--- src/hw/tccr_pkg.sv ---
// package for the timer capture/compare register block
// assumes a 32-bit axi4-lite master and one 10 MHz clock
package tccr_pkg;

  // ----------------------------------------------------------------
  // register map (byte addresses)
  // ----------------------------------------------------------------
  localparam logic [7:0] TCCR_OFF_CCA = 8'h00;
  localparam logic [7:0] TCCR_OFF_CCB = 8'h04;
  localparam logic [7:0] TCCR_OFF_CTRL = 8'h08;
  localparam logic [7:0] TCCR_OFF_MODE = 8'h0c;
  localparam logic [7:0] TCCR_OFF_CNT = 8'h10;
  localparam logic [7:0] TCCR_OFF_STAT = 8'h14;

  // ----------------------------------------------------------------
  // field positions and reset values
  // ----------------------------------------------------------------
  // control: written as bit0 a is capture, bit1 a trigger is input b edge; a read returns these two bits swapped
  localparam int TCCR_CTRL_A_CAPTURE = 0;
  localparam int TCCR_CTRL_A_SEL_B = 1;
  // mode: bits 1:0 count mode (00 stops), bit2 input b edge (0 rise, 1 fall),
  // bit3 input a valid edge (0 rise, 1 fall)
  localparam int TCCR_MODE_LOW = 0;
  localparam int TCCR_MODE_HIGH = 1;
  localparam int TCCR_MODE_B_FALL = 2;
  localparam int TCCR_MODE_A_FALL = 3;
  localparam logic [15:0] TCCR_CC_RESET = 16'h0000;
  localparam logic [3:0] TCCR_CTRL_RESET = 4'h0;
  localparam logic [3:0] TCCR_MODE_RESET = 4'h0;
  localparam int TCCR_SYNC_STAGES = 3;

  localparam logic [1:0] TCCR_RESP_OKAY = 2'b00;
  localparam logic [1:0] TCCR_RESP_SLVERR = 2'b10;

  // ----------------------------------------------------------------
  // types
  // ----------------------------------------------------------------
  typedef struct packed {
    logic a_capture;
    logic a_sel_b;
  } tccr_ctrl_type;

  typedef struct packed {
    logic timer_input_a;
    logic timer_input_b;
  } tccr_pins_type;

  typedef enum logic [1:0] {
    TCCR_W_IDLE = 2'b01,
    TCCR_W_RESP = 2'b10
  } tccr_wstate_type;

endpackage

--- src/hw/tccr_top.sv ---
// capture/compare pair on a free-running 16-bit counter, axi4-lite slave
// assumes trigger pins are asynchronous; software keeps write timing rules
//
// Chosen here: the placing of the registers and register access over AXI4-Lite.
`timescale 1ns/1ps

// Contract
// - two 16-bit registers, each capture or compare, chosen by control register; here only register a does this, b just holds what is written
// - both registers accessed only as whole 16-bit quantities
// - reset clears both registers to 0000
// - compare use: match of register a and counter raises interrupt request
// - compare value held until software writes a new one
// - compare use ignores capture triggers, contents unchanged
// - capture use loads counter into register a on a trigger
// - trigger is input a opposite edge or input b valid edge
// - reduced variant allows only input a inverted edge as trigger
module tccr_top #(
  parameter bit REDUCED_VARIANT = 1'b0
) (
  // clock and reset
  input wire logic aclk,
  input wire logic aresetn,
  // axi4-lite write address and data
  input wire logic [7:0] s_axi_awaddr,
  input wire logic s_axi_awvalid,
  output logic s_axi_awready,
  input wire logic [31:0] s_axi_wdata,
  input wire logic [3:0] s_axi_wstrb,
  input wire logic s_axi_wvalid,
  output logic s_axi_wready,
  // axi4-lite write response
  output logic [1:0] s_axi_bresp,
  output logic s_axi_bvalid,
  input wire logic s_axi_bready,
  // axi4-lite read
  input wire logic [7:0] s_axi_araddr,
  input wire logic s_axi_arvalid,
  output logic s_axi_arready,
  output logic [31:0] s_axi_rdata,
  output logic [1:0] s_axi_rresp,
  output logic s_axi_rvalid,
  input wire logic s_axi_rready,
  // trigger pins
  input wire tccr_pkg::tccr_pins_type trig_pins,
  // counter and match pulse
  output logic [15:0] sixteen_bit_counter,
  output logic match_interrupt_a
);
  import tccr_pkg::*;

  // ----------------------------------------------------------------
  // registers
  // ----------------------------------------------------------------
  logic [15:0] capture_compare_a_ff;
  logic [15:0] capture_compare_b_ff;
  logic [15:0] counter_ff;
  tccr_ctrl_type capture_compare_control_ff;
  logic [3:0] prescaler_mode_reg_ff;
  logic match_ff;
  logic capt_seen_ff;
  logic odd_write_ff;
  logic [TCCR_SYNC_STAGES-1:0] sync_a_ff;
  logic [TCCR_SYNC_STAGES-1:0] sync_b_ff;
  logic lvl_a_ff;
  logic lvl_b_ff;
  tccr_wstate_type wstate_ff;
  logic aw_have_ff;
  logic w_have_ff;
  logic [7:0] awaddr_ff;
  logic [31:0] wdata_ff;
  logic [3:0] wstrb_ff;
  logic [1:0] bresp_ff;
  logic rvalid_ff;
  logic [31:0] rdata_ff;
  logic [1:0] rresp_ff;

  logic running;
  logic wr_fire;
  logic edge_a_rise;
  logic edge_a_fall;
  logic edge_b_rise;
  logic edge_b_fall;
  logic trig_a_opp;
  logic trig_b_valid;
  logic capture_now;
  logic write_cca;
  logic write_ccb;
  logic [15:0] nxt_capture_compare_a;

  // both low bytes enabled means a whole 16-bit access
  function automatic logic whole_half(input logic [3:0] strb);
    return strb[1:0] == 2'b11;
  endfunction

  // ----------------------------------------------------------------
  // address decode
  // ----------------------------------------------------------------
  // shared by both channels so write and read agree on what is mapped
  function automatic logic addr_mapped(input logic [7:0] addr);
    logic hit;
    hit = 1'b0;
    if (addr == TCCR_OFF_CCA) begin
      hit = 1'b1;
    end else if (addr == TCCR_OFF_CCB) begin
      hit = 1'b1;
    end else if (addr == TCCR_OFF_CTRL) begin
      hit = 1'b1;
    end else if (addr == TCCR_OFF_MODE) begin
      hit = 1'b1;
    end else if (addr == TCCR_OFF_CNT) begin
      hit = 1'b1;
    end else if (addr == TCCR_OFF_STAT) begin
      hit = 1'b1;
    end
    return hit;
  endfunction

  assign running = prescaler_mode_reg_ff[TCCR_MODE_HIGH] | prescaler_mode_reg_ff[TCCR_MODE_LOW];

  // ----------------------------------------------------------------
  // pin synchronisers
  // ----------------------------------------------------------------
  // level changes only once stages two and three agree
  always_ff @(posedge aclk) begin
    if (!aresetn) begin
      sync_a_ff <= '0;
      sync_b_ff <= '0;
      lvl_a_ff <= 1'b0;
      lvl_b_ff <= 1'b0;
    end else begin
      sync_a_ff <= {sync_a_ff[TCCR_SYNC_STAGES-2:0], trig_pins.timer_input_a};
      sync_b_ff <= {sync_b_ff[TCCR_SYNC_STAGES-2:0], trig_pins.timer_input_b};
      if (sync_a_ff[2] == sync_a_ff[1]) begin
        lvl_a_ff <= sync_a_ff[2];
      end
      if (sync_b_ff[2] == sync_b_ff[1]) begin
        lvl_b_ff <= sync_b_ff[2];
      end
    end
  end

  assign edge_a_rise = (sync_a_ff[2] == sync_a_ff[1]) && sync_a_ff[2] && !lvl_a_ff;
  assign edge_a_fall = (sync_a_ff[2] == sync_a_ff[1]) && !sync_a_ff[2] && lvl_a_ff;
  assign edge_b_rise = (sync_b_ff[2] == sync_b_ff[1]) && sync_b_ff[2] && !lvl_b_ff;
  assign edge_b_fall = (sync_b_ff[2] == sync_b_ff[1]) && !sync_b_ff[2] && lvl_b_ff;

  // ----------------------------------------------------------------
  // trigger selection
  // ----------------------------------------------------------------
  // opposite edge of input a
  assign trig_a_opp = prescaler_mode_reg_ff[TCCR_MODE_A_FALL] ? edge_a_rise : edge_a_fall;
  assign trig_b_valid = prescaler_mode_reg_ff[TCCR_MODE_B_FALL] ? edge_b_fall : edge_b_rise;
  assign capture_now = capture_compare_control_ff.a_capture &&
    ((capture_compare_control_ff.a_sel_b && !REDUCED_VARIANT) ? trig_b_valid : trig_a_opp);

  // ----------------------------------------------------------------
  // free-running counter
  // ----------------------------------------------------------------
  always_ff @(posedge aclk) begin
    if (!aresetn) begin
      counter_ff <= TCCR_CC_RESET;
    end else if (running) begin
      counter_ff <= counter_ff + 16'h0001;
    end else begin
      counter_ff <= TCCR_CC_RESET;
    end
  end
  assign sixteen_bit_counter = counter_ff;

  // ----------------------------------------------------------------
  // register a and b
  // ----------------------------------------------------------------
  assign wr_fire = (wstate_ff == TCCR_W_IDLE) && aw_have_ff && w_have_ff;
  assign write_cca = wr_fire && (awaddr_ff == TCCR_OFF_CCA) && whole_half(wstrb_ff);
  assign write_ccb = wr_fire && (awaddr_ff == TCCR_OFF_CCB) && whole_half(wstrb_ff);

  // capture beats a write in the same cycle
  always_comb begin
    nxt_capture_compare_a = capture_compare_a_ff;
    if (capture_now) begin
      nxt_capture_compare_a = counter_ff;
    end else if (write_cca) begin
      nxt_capture_compare_a = wdata_ff[15:0];
    end
  end

  always_ff @(posedge aclk) begin
    if (!aresetn) begin
      capture_compare_a_ff <= TCCR_CC_RESET;
      capture_compare_b_ff <= TCCR_CC_RESET;
    end else begin
      capture_compare_a_ff <= nxt_capture_compare_a;
      if (write_ccb) begin
        capture_compare_b_ff <= wdata_ff[15:0];
      end
    end
  end

  // ----------------------------------------------------------------
  // control, mode and status
  // ----------------------------------------------------------------
  always_ff @(posedge aclk) begin
    if (!aresetn) begin
      capture_compare_control_ff <= tccr_ctrl_type'(TCCR_CTRL_RESET[1:0]);
      prescaler_mode_reg_ff <= TCCR_MODE_RESET;
    end else if (wr_fire && wstrb_ff[0]) begin
      if (awaddr_ff == TCCR_OFF_CTRL) begin
        capture_compare_control_ff.a_capture <= wdata_ff[TCCR_CTRL_A_CAPTURE];
        capture_compare_control_ff.a_sel_b <= wdata_ff[TCCR_CTRL_A_SEL_B];
      end else if (awaddr_ff == TCCR_OFF_MODE) begin
        prescaler_mode_reg_ff <= wdata_ff[3:0];
      end
    end
  end

  // status: bit0 capture seen (write 1 clears, set wins), bit1 write to a while running
  always_ff @(posedge aclk) begin
    if (!aresetn) begin
      capt_seen_ff <= 1'b0;
      odd_write_ff <= 1'b0;
    end else begin
      if (capture_now) begin
        capt_seen_ff <= 1'b1;
      end else if (wr_fire && awaddr_ff == TCCR_OFF_STAT && wstrb_ff[0] && wdata_ff[0]) begin
        capt_seen_ff <= 1'b0;
      end
      // flag a write to a while running
      if (write_cca && running) begin
        odd_write_ff <= 1'b1;
      end else if (wr_fire && awaddr_ff == TCCR_OFF_STAT && wstrb_ff[0] && wdata_ff[1]) begin
        odd_write_ff <= 1'b0;
      end
    end
  end

  // ----------------------------------------------------------------
  // compare match
  // ----------------------------------------------------------------
  // compare every count
  always_ff @(posedge aclk) begin
    if (!aresetn) begin
      match_ff <= 1'b0;
    end else begin
      match_ff <= running && !capture_compare_control_ff.a_capture &&
        (counter_ff == capture_compare_a_ff);
    end
  end
  assign match_interrupt_a = match_ff;

  // ----------------------------------------------------------------
  // axi4-lite write channel
  // ----------------------------------------------------------------
  assign s_axi_awready = (wstate_ff == TCCR_W_IDLE) && !aw_have_ff;
  assign s_axi_wready = (wstate_ff == TCCR_W_IDLE) && !w_have_ff;
  assign s_axi_bvalid = (wstate_ff == TCCR_W_RESP);
  assign s_axi_bresp = bresp_ff;

  always_ff @(posedge aclk) begin
    if (!aresetn) begin
      wstate_ff <= TCCR_W_IDLE;
      aw_have_ff <= 1'b0;
      w_have_ff <= 1'b0;
      awaddr_ff <= 8'h00;
      wdata_ff <= 32'h0000_0000;
      wstrb_ff <= 4'h0;
      bresp_ff <= TCCR_RESP_OKAY;
    end else begin
      case (wstate_ff)
        TCCR_W_IDLE: begin
          if (s_axi_awvalid && s_axi_awready) begin
            aw_have_ff <= 1'b1;
            awaddr_ff <= s_axi_awaddr;
          end
          if (s_axi_wvalid && s_axi_wready) begin
            w_have_ff <= 1'b1;
            wdata_ff <= s_axi_wdata;
            wstrb_ff <= s_axi_wstrb;
          end
          if (wr_fire) begin
            aw_have_ff <= 1'b0;
            w_have_ff <= 1'b0;
            wstate_ff <= TCCR_W_RESP;
            bresp_ff <= addr_mapped(awaddr_ff) ? TCCR_RESP_OKAY : TCCR_RESP_SLVERR;
          end
        end
        TCCR_W_RESP: begin
          if (s_axi_bready) begin
            wstate_ff <= TCCR_W_IDLE;
          end
        end
        default: begin
          wstate_ff <= TCCR_W_IDLE;
        end
      endcase
    end
  end

  // ----------------------------------------------------------------
  // axi4-lite read channel
  // ----------------------------------------------------------------
  assign s_axi_arready = !rvalid_ff;
  assign s_axi_rvalid = rvalid_ff;
  assign s_axi_rdata = rdata_ff;
  assign s_axi_rresp = rresp_ff;

  always_ff @(posedge aclk) begin
    if (!aresetn) begin
      rvalid_ff <= 1'b0;
      rdata_ff <= 32'h0000_0000;
      rresp_ff <= TCCR_RESP_OKAY;
    end else if (s_axi_arvalid && !rvalid_ff) begin
      rvalid_ff <= 1'b1;
      rresp_ff <= addr_mapped(s_axi_araddr) ? TCCR_RESP_OKAY : TCCR_RESP_SLVERR;
      // whole 16-bit reads, upper half zero
      if (s_axi_araddr == TCCR_OFF_CCA) begin
        rdata_ff <= {16'h0000, capture_compare_a_ff};
      end else if (s_axi_araddr == TCCR_OFF_CCB) begin
        rdata_ff <= {16'h0000, capture_compare_b_ff};
      end else if (s_axi_araddr == TCCR_OFF_CTRL) begin
        rdata_ff <= {30'h0000_0000, capture_compare_control_ff};
      end else if (s_axi_araddr == TCCR_OFF_MODE) begin
        rdata_ff <= {28'h000_0000, prescaler_mode_reg_ff};
      end else if (s_axi_araddr == TCCR_OFF_CNT) begin
        rdata_ff <= {16'h0000, counter_ff};
      end else if (s_axi_araddr == TCCR_OFF_STAT) begin
        rdata_ff <= {30'h0000_0000, odd_write_ff, capt_seen_ff};
      end else begin
        rdata_ff <= 32'h0000_0000;
      end
    end else if (rvalid_ff && s_axi_rready) begin
      rvalid_ff <= 1'b0;
    end
  end

endmodule

--- config.mk ---
export PLATFORM = sky130hd
export DESIGN_NAME = tccr_top
export DESIGN_NICKNAME = d
export VERILOG_FILES = /design/src/hw/tccr_pkg.sv /design/src/hw/tccr_top.sv
export SDC_FILE = /design/constraint.sdc
export NUM_CORES = 1
export LEC_CHECK = 0
export BUFFER_PORTS_ARGS = -buffer_cell sky130_fd_sc_hd__buf_4
export CAP_MARGIN = 0
export CORE_AREA = 2 2 115 95
export CTS_CLUSTER_DIAMETER = 200
export DETAILED_ROUTE_END_ITERATION = 7
export DIE_AREA = 0 0 117 97
export PLACE_DENSITY = 0.79
export SYNTH_ARGS = -nofsm -noshare
export SYNTH_HDL_FRONTEND = slang
export SYNTH_SLANG_ARGS = --single-unit
--- constraint.sdc ---
create_clock -name aclk -period 2.5 [get_ports aclk]
set_clock_uncertainty 0.2 [all_clocks]
set_input_delay 0.125 -clock aclk [delete_from_list [all_inputs] [get_ports aclk]]
set_output_delay 0.125 -clock aclk [all_outputs]
set_load 0.02 [all_outputs]
# After elaboration in Yosys (flattened, before gate mapping)
# Index checks and enable logic that the tools add are counted.
[classes]
addsub = 1
multipliers = 0
div = 0
order_cmp = 0
n_eq_ne = 18
shift = 0
mux = 43
bitwise = 2
n_reduce_logical = 54
[ops]
columns = ["op", "n"]
rows = [
  ["16-bit 2-to-1 mux", 7],
  ["8-bit by 4-bit == test with 1-bit output, second input constant", 4],
  ["8-bit by 5-bit == test with 1-bit output, second input constant", 4],
  ["1-bit 2-to-1 mux", 30],
  ["1-bit logical AND", 29],
  ["16-bit by 1-bit adder with 16-bit output, second input constant", 1],
  ["16-bit == test", 1],
  ["8-bit by 3-bit == test with 1-bit output, second input constant", 2],
  ["8-bit logical NOT", 2],
  ["2-bit AND reduction", 8],
  ["2-bit nonzero test", 6],
  ["2-bit 2-to-1 mux", 5],
  ["1-bit logical NOT", 8],
  ["2-bit == test, second input constant", 2],
  ["2-bit case mux with 2 select lines", 1],
  ["3-bit AND reduction", 1],
  ["1-bit == test", 2],
  ["2-bit by 1-bit == test with 1-bit output, second input constant", 1],
  ["2-bit by 1-bit inequality test with 1-bit output, second input constant", 1],
  ["2-bit inequality test, second input constant", 1],
  ["1-bit NOT", 1],
  ["1-bit OR", 1],
]
[totals]
register_bits = 132
latchBits = 0
ram_bits = 0
rom_bits = 0
input_bits = 61
output_inout_bits = 58
mem_count = 0

# Longest topological paths before layout
[depth]
depth_word = 11
mapped_depth = 8
depth_no_buf = 6

# Worst setup path before layout
# Ideal clock, no wire load.
[synth_path]
path_kind = "flip-flop to flip-flop"
start = "register sync_a_ff[1]"
end = "register capture_compare_a_ff[10]"
setup_time_ns = 0.131
t_arrival_ns = 1.483
t_required_ns = 2.169
setup_slack_ns = 0.686
path_stages_with_launch = 8
n_path_buf = 2
cell_sequence = "dfxtp_1 ha_1 and3b_1 a311oi_4 or3_1 buf_6 buf_12 a21oi_2"
[synth_between]
elab_chain_cells = 7
elab_cells_between_ends = 10
classes_between = "eq/ne (1); mux (3); reduce/logical (6)"
[synth_rtl]
columns = ["element", "line", "source"]
rows = [
  ["start, declared", "tccr_top.sv:62", "logic [TCCR_SYNC_STAGES-1:0] sync_a_ff;"],
  ["start signal, assigned", "tccr_top.sv:131", "sync_a_ff <= {sync_a_ff[TCCR_SYNC_STAGES-2:0], trig_pins.timer_input_a};"],
  ["1-bit == test *", "tccr_top.sv:142, tccr_top.sv:143", ""],
  ["1-bit logical AND, on equally long branches (2 in a row)", "tccr_top.sv:143, tccr_top.sv:142", ""],
  ["1-bit 2-to-1 mux *", "tccr_top.sv:151", "assign trig_a_opp = prescaler_mode_reg_ff[TCCR_MODE_A_FALL] ? edge_a_rise : edge_a_fall;"],
  ["1-bit 2-to-1 mux *", "tccr_top.sv:154", "((capture_compare_control_ff.a_sel_b && !REDUCED_VARIANT) ? trig_b_valid : trig_a_opp);"],
  ["1-bit logical AND *", "tccr_top.sv:153", "assign capture_now = capture_compare_control_ff.a_capture &&"],
  ["16-bit 2-to-1 mux / 2-bit nonzero test (equally long branches)", "-", ""],
  ["end signal, assigned", "tccr_top.sv:192", "capture_compare_a_ff <= nxt_capture_compare_a;"],
  ["end, declared", "tccr_top.sv:54", "logic [15:0] capture_compare_a_ff;"],
]
# Mark *: on every way between the ends. The rest lies on a longest branch, timed or not.
# A chain may end at the register's enable or synchronous reset.

# Worst setup path after layout
[layout_path]
start = "input s_axi_araddr[0]"
end = "register rdata_ff[2] (netlist: s_axi_rdata[2])"
[layout_between]
elab_chain_cells = 6
elab_cells_between_ends = 10
classes_between = "eq/ne (4); mux (5); reduce/logical (1)"
[layout_rtl]
columns = ["element", "line", "source"]
rows = [
  ["start, declared", "tccr_top.sv:36", "input wire logic [7:0] s_axi_araddr,"],
  ["8-bit by 5-bit == test with 1-bit output", "tccr_top.sv:323", "end else if (s_axi_araddr == TCCR_OFF_CNT) begin"],
  ["16-bit 2-to-1 mux", "tccr_top.sv:323", ""],
  ["16-bit 2-to-1 mux", "tccr_top.sv:321", "end else if (s_axi_araddr == TCCR_OFF_MODE) begin"],
  ["16-bit 2-to-1 mux", "tccr_top.sv:319", "end else if (s_axi_araddr == TCCR_OFF_CTRL) begin"],
  ["16-bit 2-to-1 mux", "tccr_top.sv:317", "end else if (s_axi_araddr == TCCR_OFF_CCB) begin"],
  ["16-bit 2-to-1 mux *", "tccr_top.sv:315", "if (s_axi_araddr == TCCR_OFF_CCA) begin"],
  ["end signal, assigned", "tccr_top.sv:316", "rdata_ff <= {16'h0000, capture_compare_a_ff};"],
  ["end signal, assigned", "tccr_top.sv:318", "rdata_ff <= {16'h0000, capture_compare_b_ff};"],
  ["end signal, assigned", "tccr_top.sv:320", "rdata_ff <= {30'h0000_0000, capture_compare_control_ff};"],
  ["end, declared", "tccr_top.sv:74", "logic [31:0] rdata_ff;"],
]
# Marked as above.

==> flow_summary.toml <==
[critical_path]
critPathCaptureType = "flip-flop"
worstPathArrival_ns = 2.41
cp.depth = 7
cp_max_fo = 4
rr_endpoint = "capt_seen_ff"
worst_ep_required_time_ns = 2.62
r2r_slack_ns = 0.30
critical_path_buf_inv_count = 3
critPathSlowestCell = "dlygate4sd3_1"
path_cells = "dlygate4sd3_1 > buf_4 > or2_2 > nor4_1 > dlygate4sd3_1 > nand3_1 > o31ai_1"
start_kind = "input port"
r2r_start = "sync_b_ff[1]"
crit_path_max_incr_delay_ns = 0.62
worstRegToRegCells = 6
critPathKind = "in2reg"
cpMostUsedCell = "dlygate4sd3_1"
crit_family = "buffers and inverters"

[synth]
synth_ff_type = "dfxtp_1"
yosysUniqueCellTypes = 57
avgSynthCellArea_um2 = 9.03
syn_inst = 608
syn-cell-area_mm2 = 0.00549
yosysWarnings = 0
synth_edf_count = 0
synth_seq_cells = 114
yosysSeqAreaShare_pct = 41.5
async_flop_share_pct = 0

[grt]
grt.busiest_layer = "met2"
use_met3_pct = 5.83
grt_overflow = 0
grt_util_met1_pct = 35.5
grt_pass1_wl_um = 22400
grt_util_all_layers_pct = 25.0
met2_usage_pct = 37.4
antenna_found_initial = 0
grt_pass1_vias = 4449
grt_max_degree = 82

[routing]
num_vias = 4797
wl_per_cell_um = 16.3
drt_iter0_drc = 462
postRouteAntennaNets = 0
drc_errors = 0
drtPass1Iterations = 5
viasPerCell = 5.55
drt_wl_total_um = 14100

[pwr]
p_sw_mw = 1.06
p_int_mw = 3.59
switching_share_pct = 22.8
powerDensity_mw_per_mm2 = 663
vdd_drop_max_uv = 493
p_leak_nw = 3.04
p_clk_share_pct = 51.2
p_seq_share_pct = 41.0
pwr-share-comb_pct = 7.7

[finish]
diodes = 0
final_util_pct = 69.3
fill_cells = 768
drive_above_1_share_pct = 19.3
seqCellArea_mm2 = 0.00228
areaGrowthSynthToFinish_pct = 27.7
postLayoutCellArea_mm2 = 0.00701
nets = 778
multiInputGateArea_mm2 = 0.00287

[timing]
post-route-period-util_pct = 91.7
tns_ns = 0
fmaxAchievable_mhz = 436
hold_violations = 2
rsz0062_at_grt = "no"
tightest_slew_ns = 1.05
setup_ws_ns = 0.207
max-slew-margin-rel_pct = 29.8
period_needed_ns = 2.29
holdWs_ns = -0.00110
finalSetupViolCount = 0
slew_violations = 0

[status]
status = "finished, violations left"
violations = "hold timing"

[clock_tree]
root_buffer = "clkbuf_16"
clockBufferDepth = 2
cts_tree = "built"
clkTransAtPathRegs_ns = 0.05
htree_levels = 4
cts.sinks = 114
insertion_delay_ns = 0.41
numCtsBuffers = 17
post_cts.repair.setup_buffers = 0

[floorplan]
design.core.area_mm2 = 0.0101
rows = 33
pin_count = 119
die-area_mm2 = 0.0113
start_util_pct = 54.3
chipHeight_um = 97
fp.dieW_um = 117

[place]
placed_area_mm2 = 0.00604
io_buffer_count = 82
gp_congestion = 0.878
post-place-ws_ns = 0.339
place_hpwl_um = 9530

[worst_hold_path]
hold_class = "in2reg"
holdPathStages = 4
min_to = "awaddr_ff[6]"
min-delay-start = "s_axi_awvalid"

[job]
drv_cap = 0
[worst max path at each step]
stage	start	end
6_report	s_axi_araddr[0]	s_axi_rdata[2]
5_1_grt	s_axi_araddr[0]	s_axi_rdata[2]
4_1_cts	s_axi_araddr[0]	s_axi_rdata[3]
2_1_floorplan	sync_a_ff[1]	capture_compare_a_ff[10]
3_3_place_gp	sync_b_ff[1]	capt_seen_ff
3_5_place_dp	sync_b_ff[2]	capt_seen_ff
[routing by layer]
metal  part of all wire, %  wire length, µm
met1                    46             6480
met2                    45             6340
met3                   7.6             1070
met4                   1.5              215
met5                     0                0
[cells by family after synthesis]
family	Yosys count	share of synthesized area, %
flip-flops	114	41.5
AND/OR/NAND/NOR	215	20.6
XOR/XNOR	25	3.99
AO/OA/AOI/OAI	134	17.9
adder cells (fa/ha/maj)	5	1.14
other	1	0.0683
buffers and inverters	73	7.33
multiplexers	41	7.47
[worst register-to-register path: stages, from the launching register on]
cell and delay (ns):
dfxtp_1 0.35, inv_1 0.05, ha_1 0.19, nand3_1 0.09, o311a_4 0.33, or3_1 0.66
a21boi_0 0.17
[synthesized netlist by cell type (3+ instances only)]
master	n	area share, %
nor4_1	7	0.80
a21oi_1	14	1.3
a21oi_2	10	1.6
o21ai_0	20	1.8
dfxtp_1	114	42
nand3_1	13	1.2
o41ai_1	16	2.6
o2bb2ai_1	4	0.64
buf_6	3	0.61
nor2b_1	37	4.2
a22o_1	4	0.64
clkbuf_1	21	1.4
o22ai_1	8	0.91
xnor2_1	9	1.4
buf_4	20	2.7
inv_1	14	0.96
nand4_1	9	1.0
a21boi_0	29	4.0
a31o_2	3	0.48
and2_1	10	1.1
nand2b_1	5	0.57
mux2i_1	41	7.5
nor3b_1	3	0.41
xor2_1	16	2.6
nor2_1	18	1.2
or4_1	3	0.41
and4_1	3	0.48
nor3_1	4	0.36
o21ai_1	8	0.73
ha_1	5	1.1
buf_2	12	1.1
nand2_1	87	5.9
[cells in the final DEF, fill, tap and decap left out, drive strengths merged, types with 7 or more instances in the layout]
cell type	netlist	routed
a21boi	29	29
a21oi	24	24
and2	10	10
buf	36	87
clkbuf	21	22
clkinv	2	8
conb	1	18
dfxtp	114	114
dlygate4sd3	0	38
inv	14	14
mux2i	41	41
nand2	87	87
nand3	13	13
nand4	10	10
nor2	18	18
nor2b	37	37
nor4	7	7
o21ai	28	28
o22ai	8	8
o41ai	16	16
xnor2	9	9
xor2	16	16
[flip-flops by register name, indices dropped and copies added (netlist names), 2 cells and up]
signal	count
capture_compare_a_ff	16
capture_compare_b_ff	16
s_axi_rdata	16
sixteen_bit_counter	16
wdata_ff	16
awaddr_ff	8
prescaler_mode_reg_ff	4
sync_a_ff	3
sync_b_ff	3
capture_compare_control_ff	2
wstate_ff	2
wstrb_ff	2
[power groups by stage]
stage	clock [mW]	sequential, mW	combinational, mW
4_1_cts	2.40	1.91	0.357
2_1_floorplan	0	1.93	0.228
6_report	2.38	1.91	0.360
5_1_grt	2.48	1.91	0.396
3_5_place_dp	0	1.94	0.308
3_3_place_gp	0	1.94	0.300
[per-stage QoR]
stage | power [mW] | instances
finish | 4.65 | 864
CTS | 4.66 | 864
global route | 4.78 | 864
global placement | 2.24 | 795
floorplan | 2.16 | 625
detailed placement | 2.25 | 795
[repair_timing]
item / in CTS / in global routing
endpoints found under the setup margin: 0 / 0
resized for setup: 0 / 0
hold buffers: 38 / 0
endpoints found under the hold margin: 40 / 0
[layout make-up]
class                      instances  area share (%)
sequential                       114            32.5
clock buffer                      22            6.91
clock inverter                     9            1.50
timing repair buffer             125            14.7
multi-input combinational        438            41.0
tap                              140            2.50
inverter                          16           0.857
No activity file was read; power rests on OpenSTA's default activity.
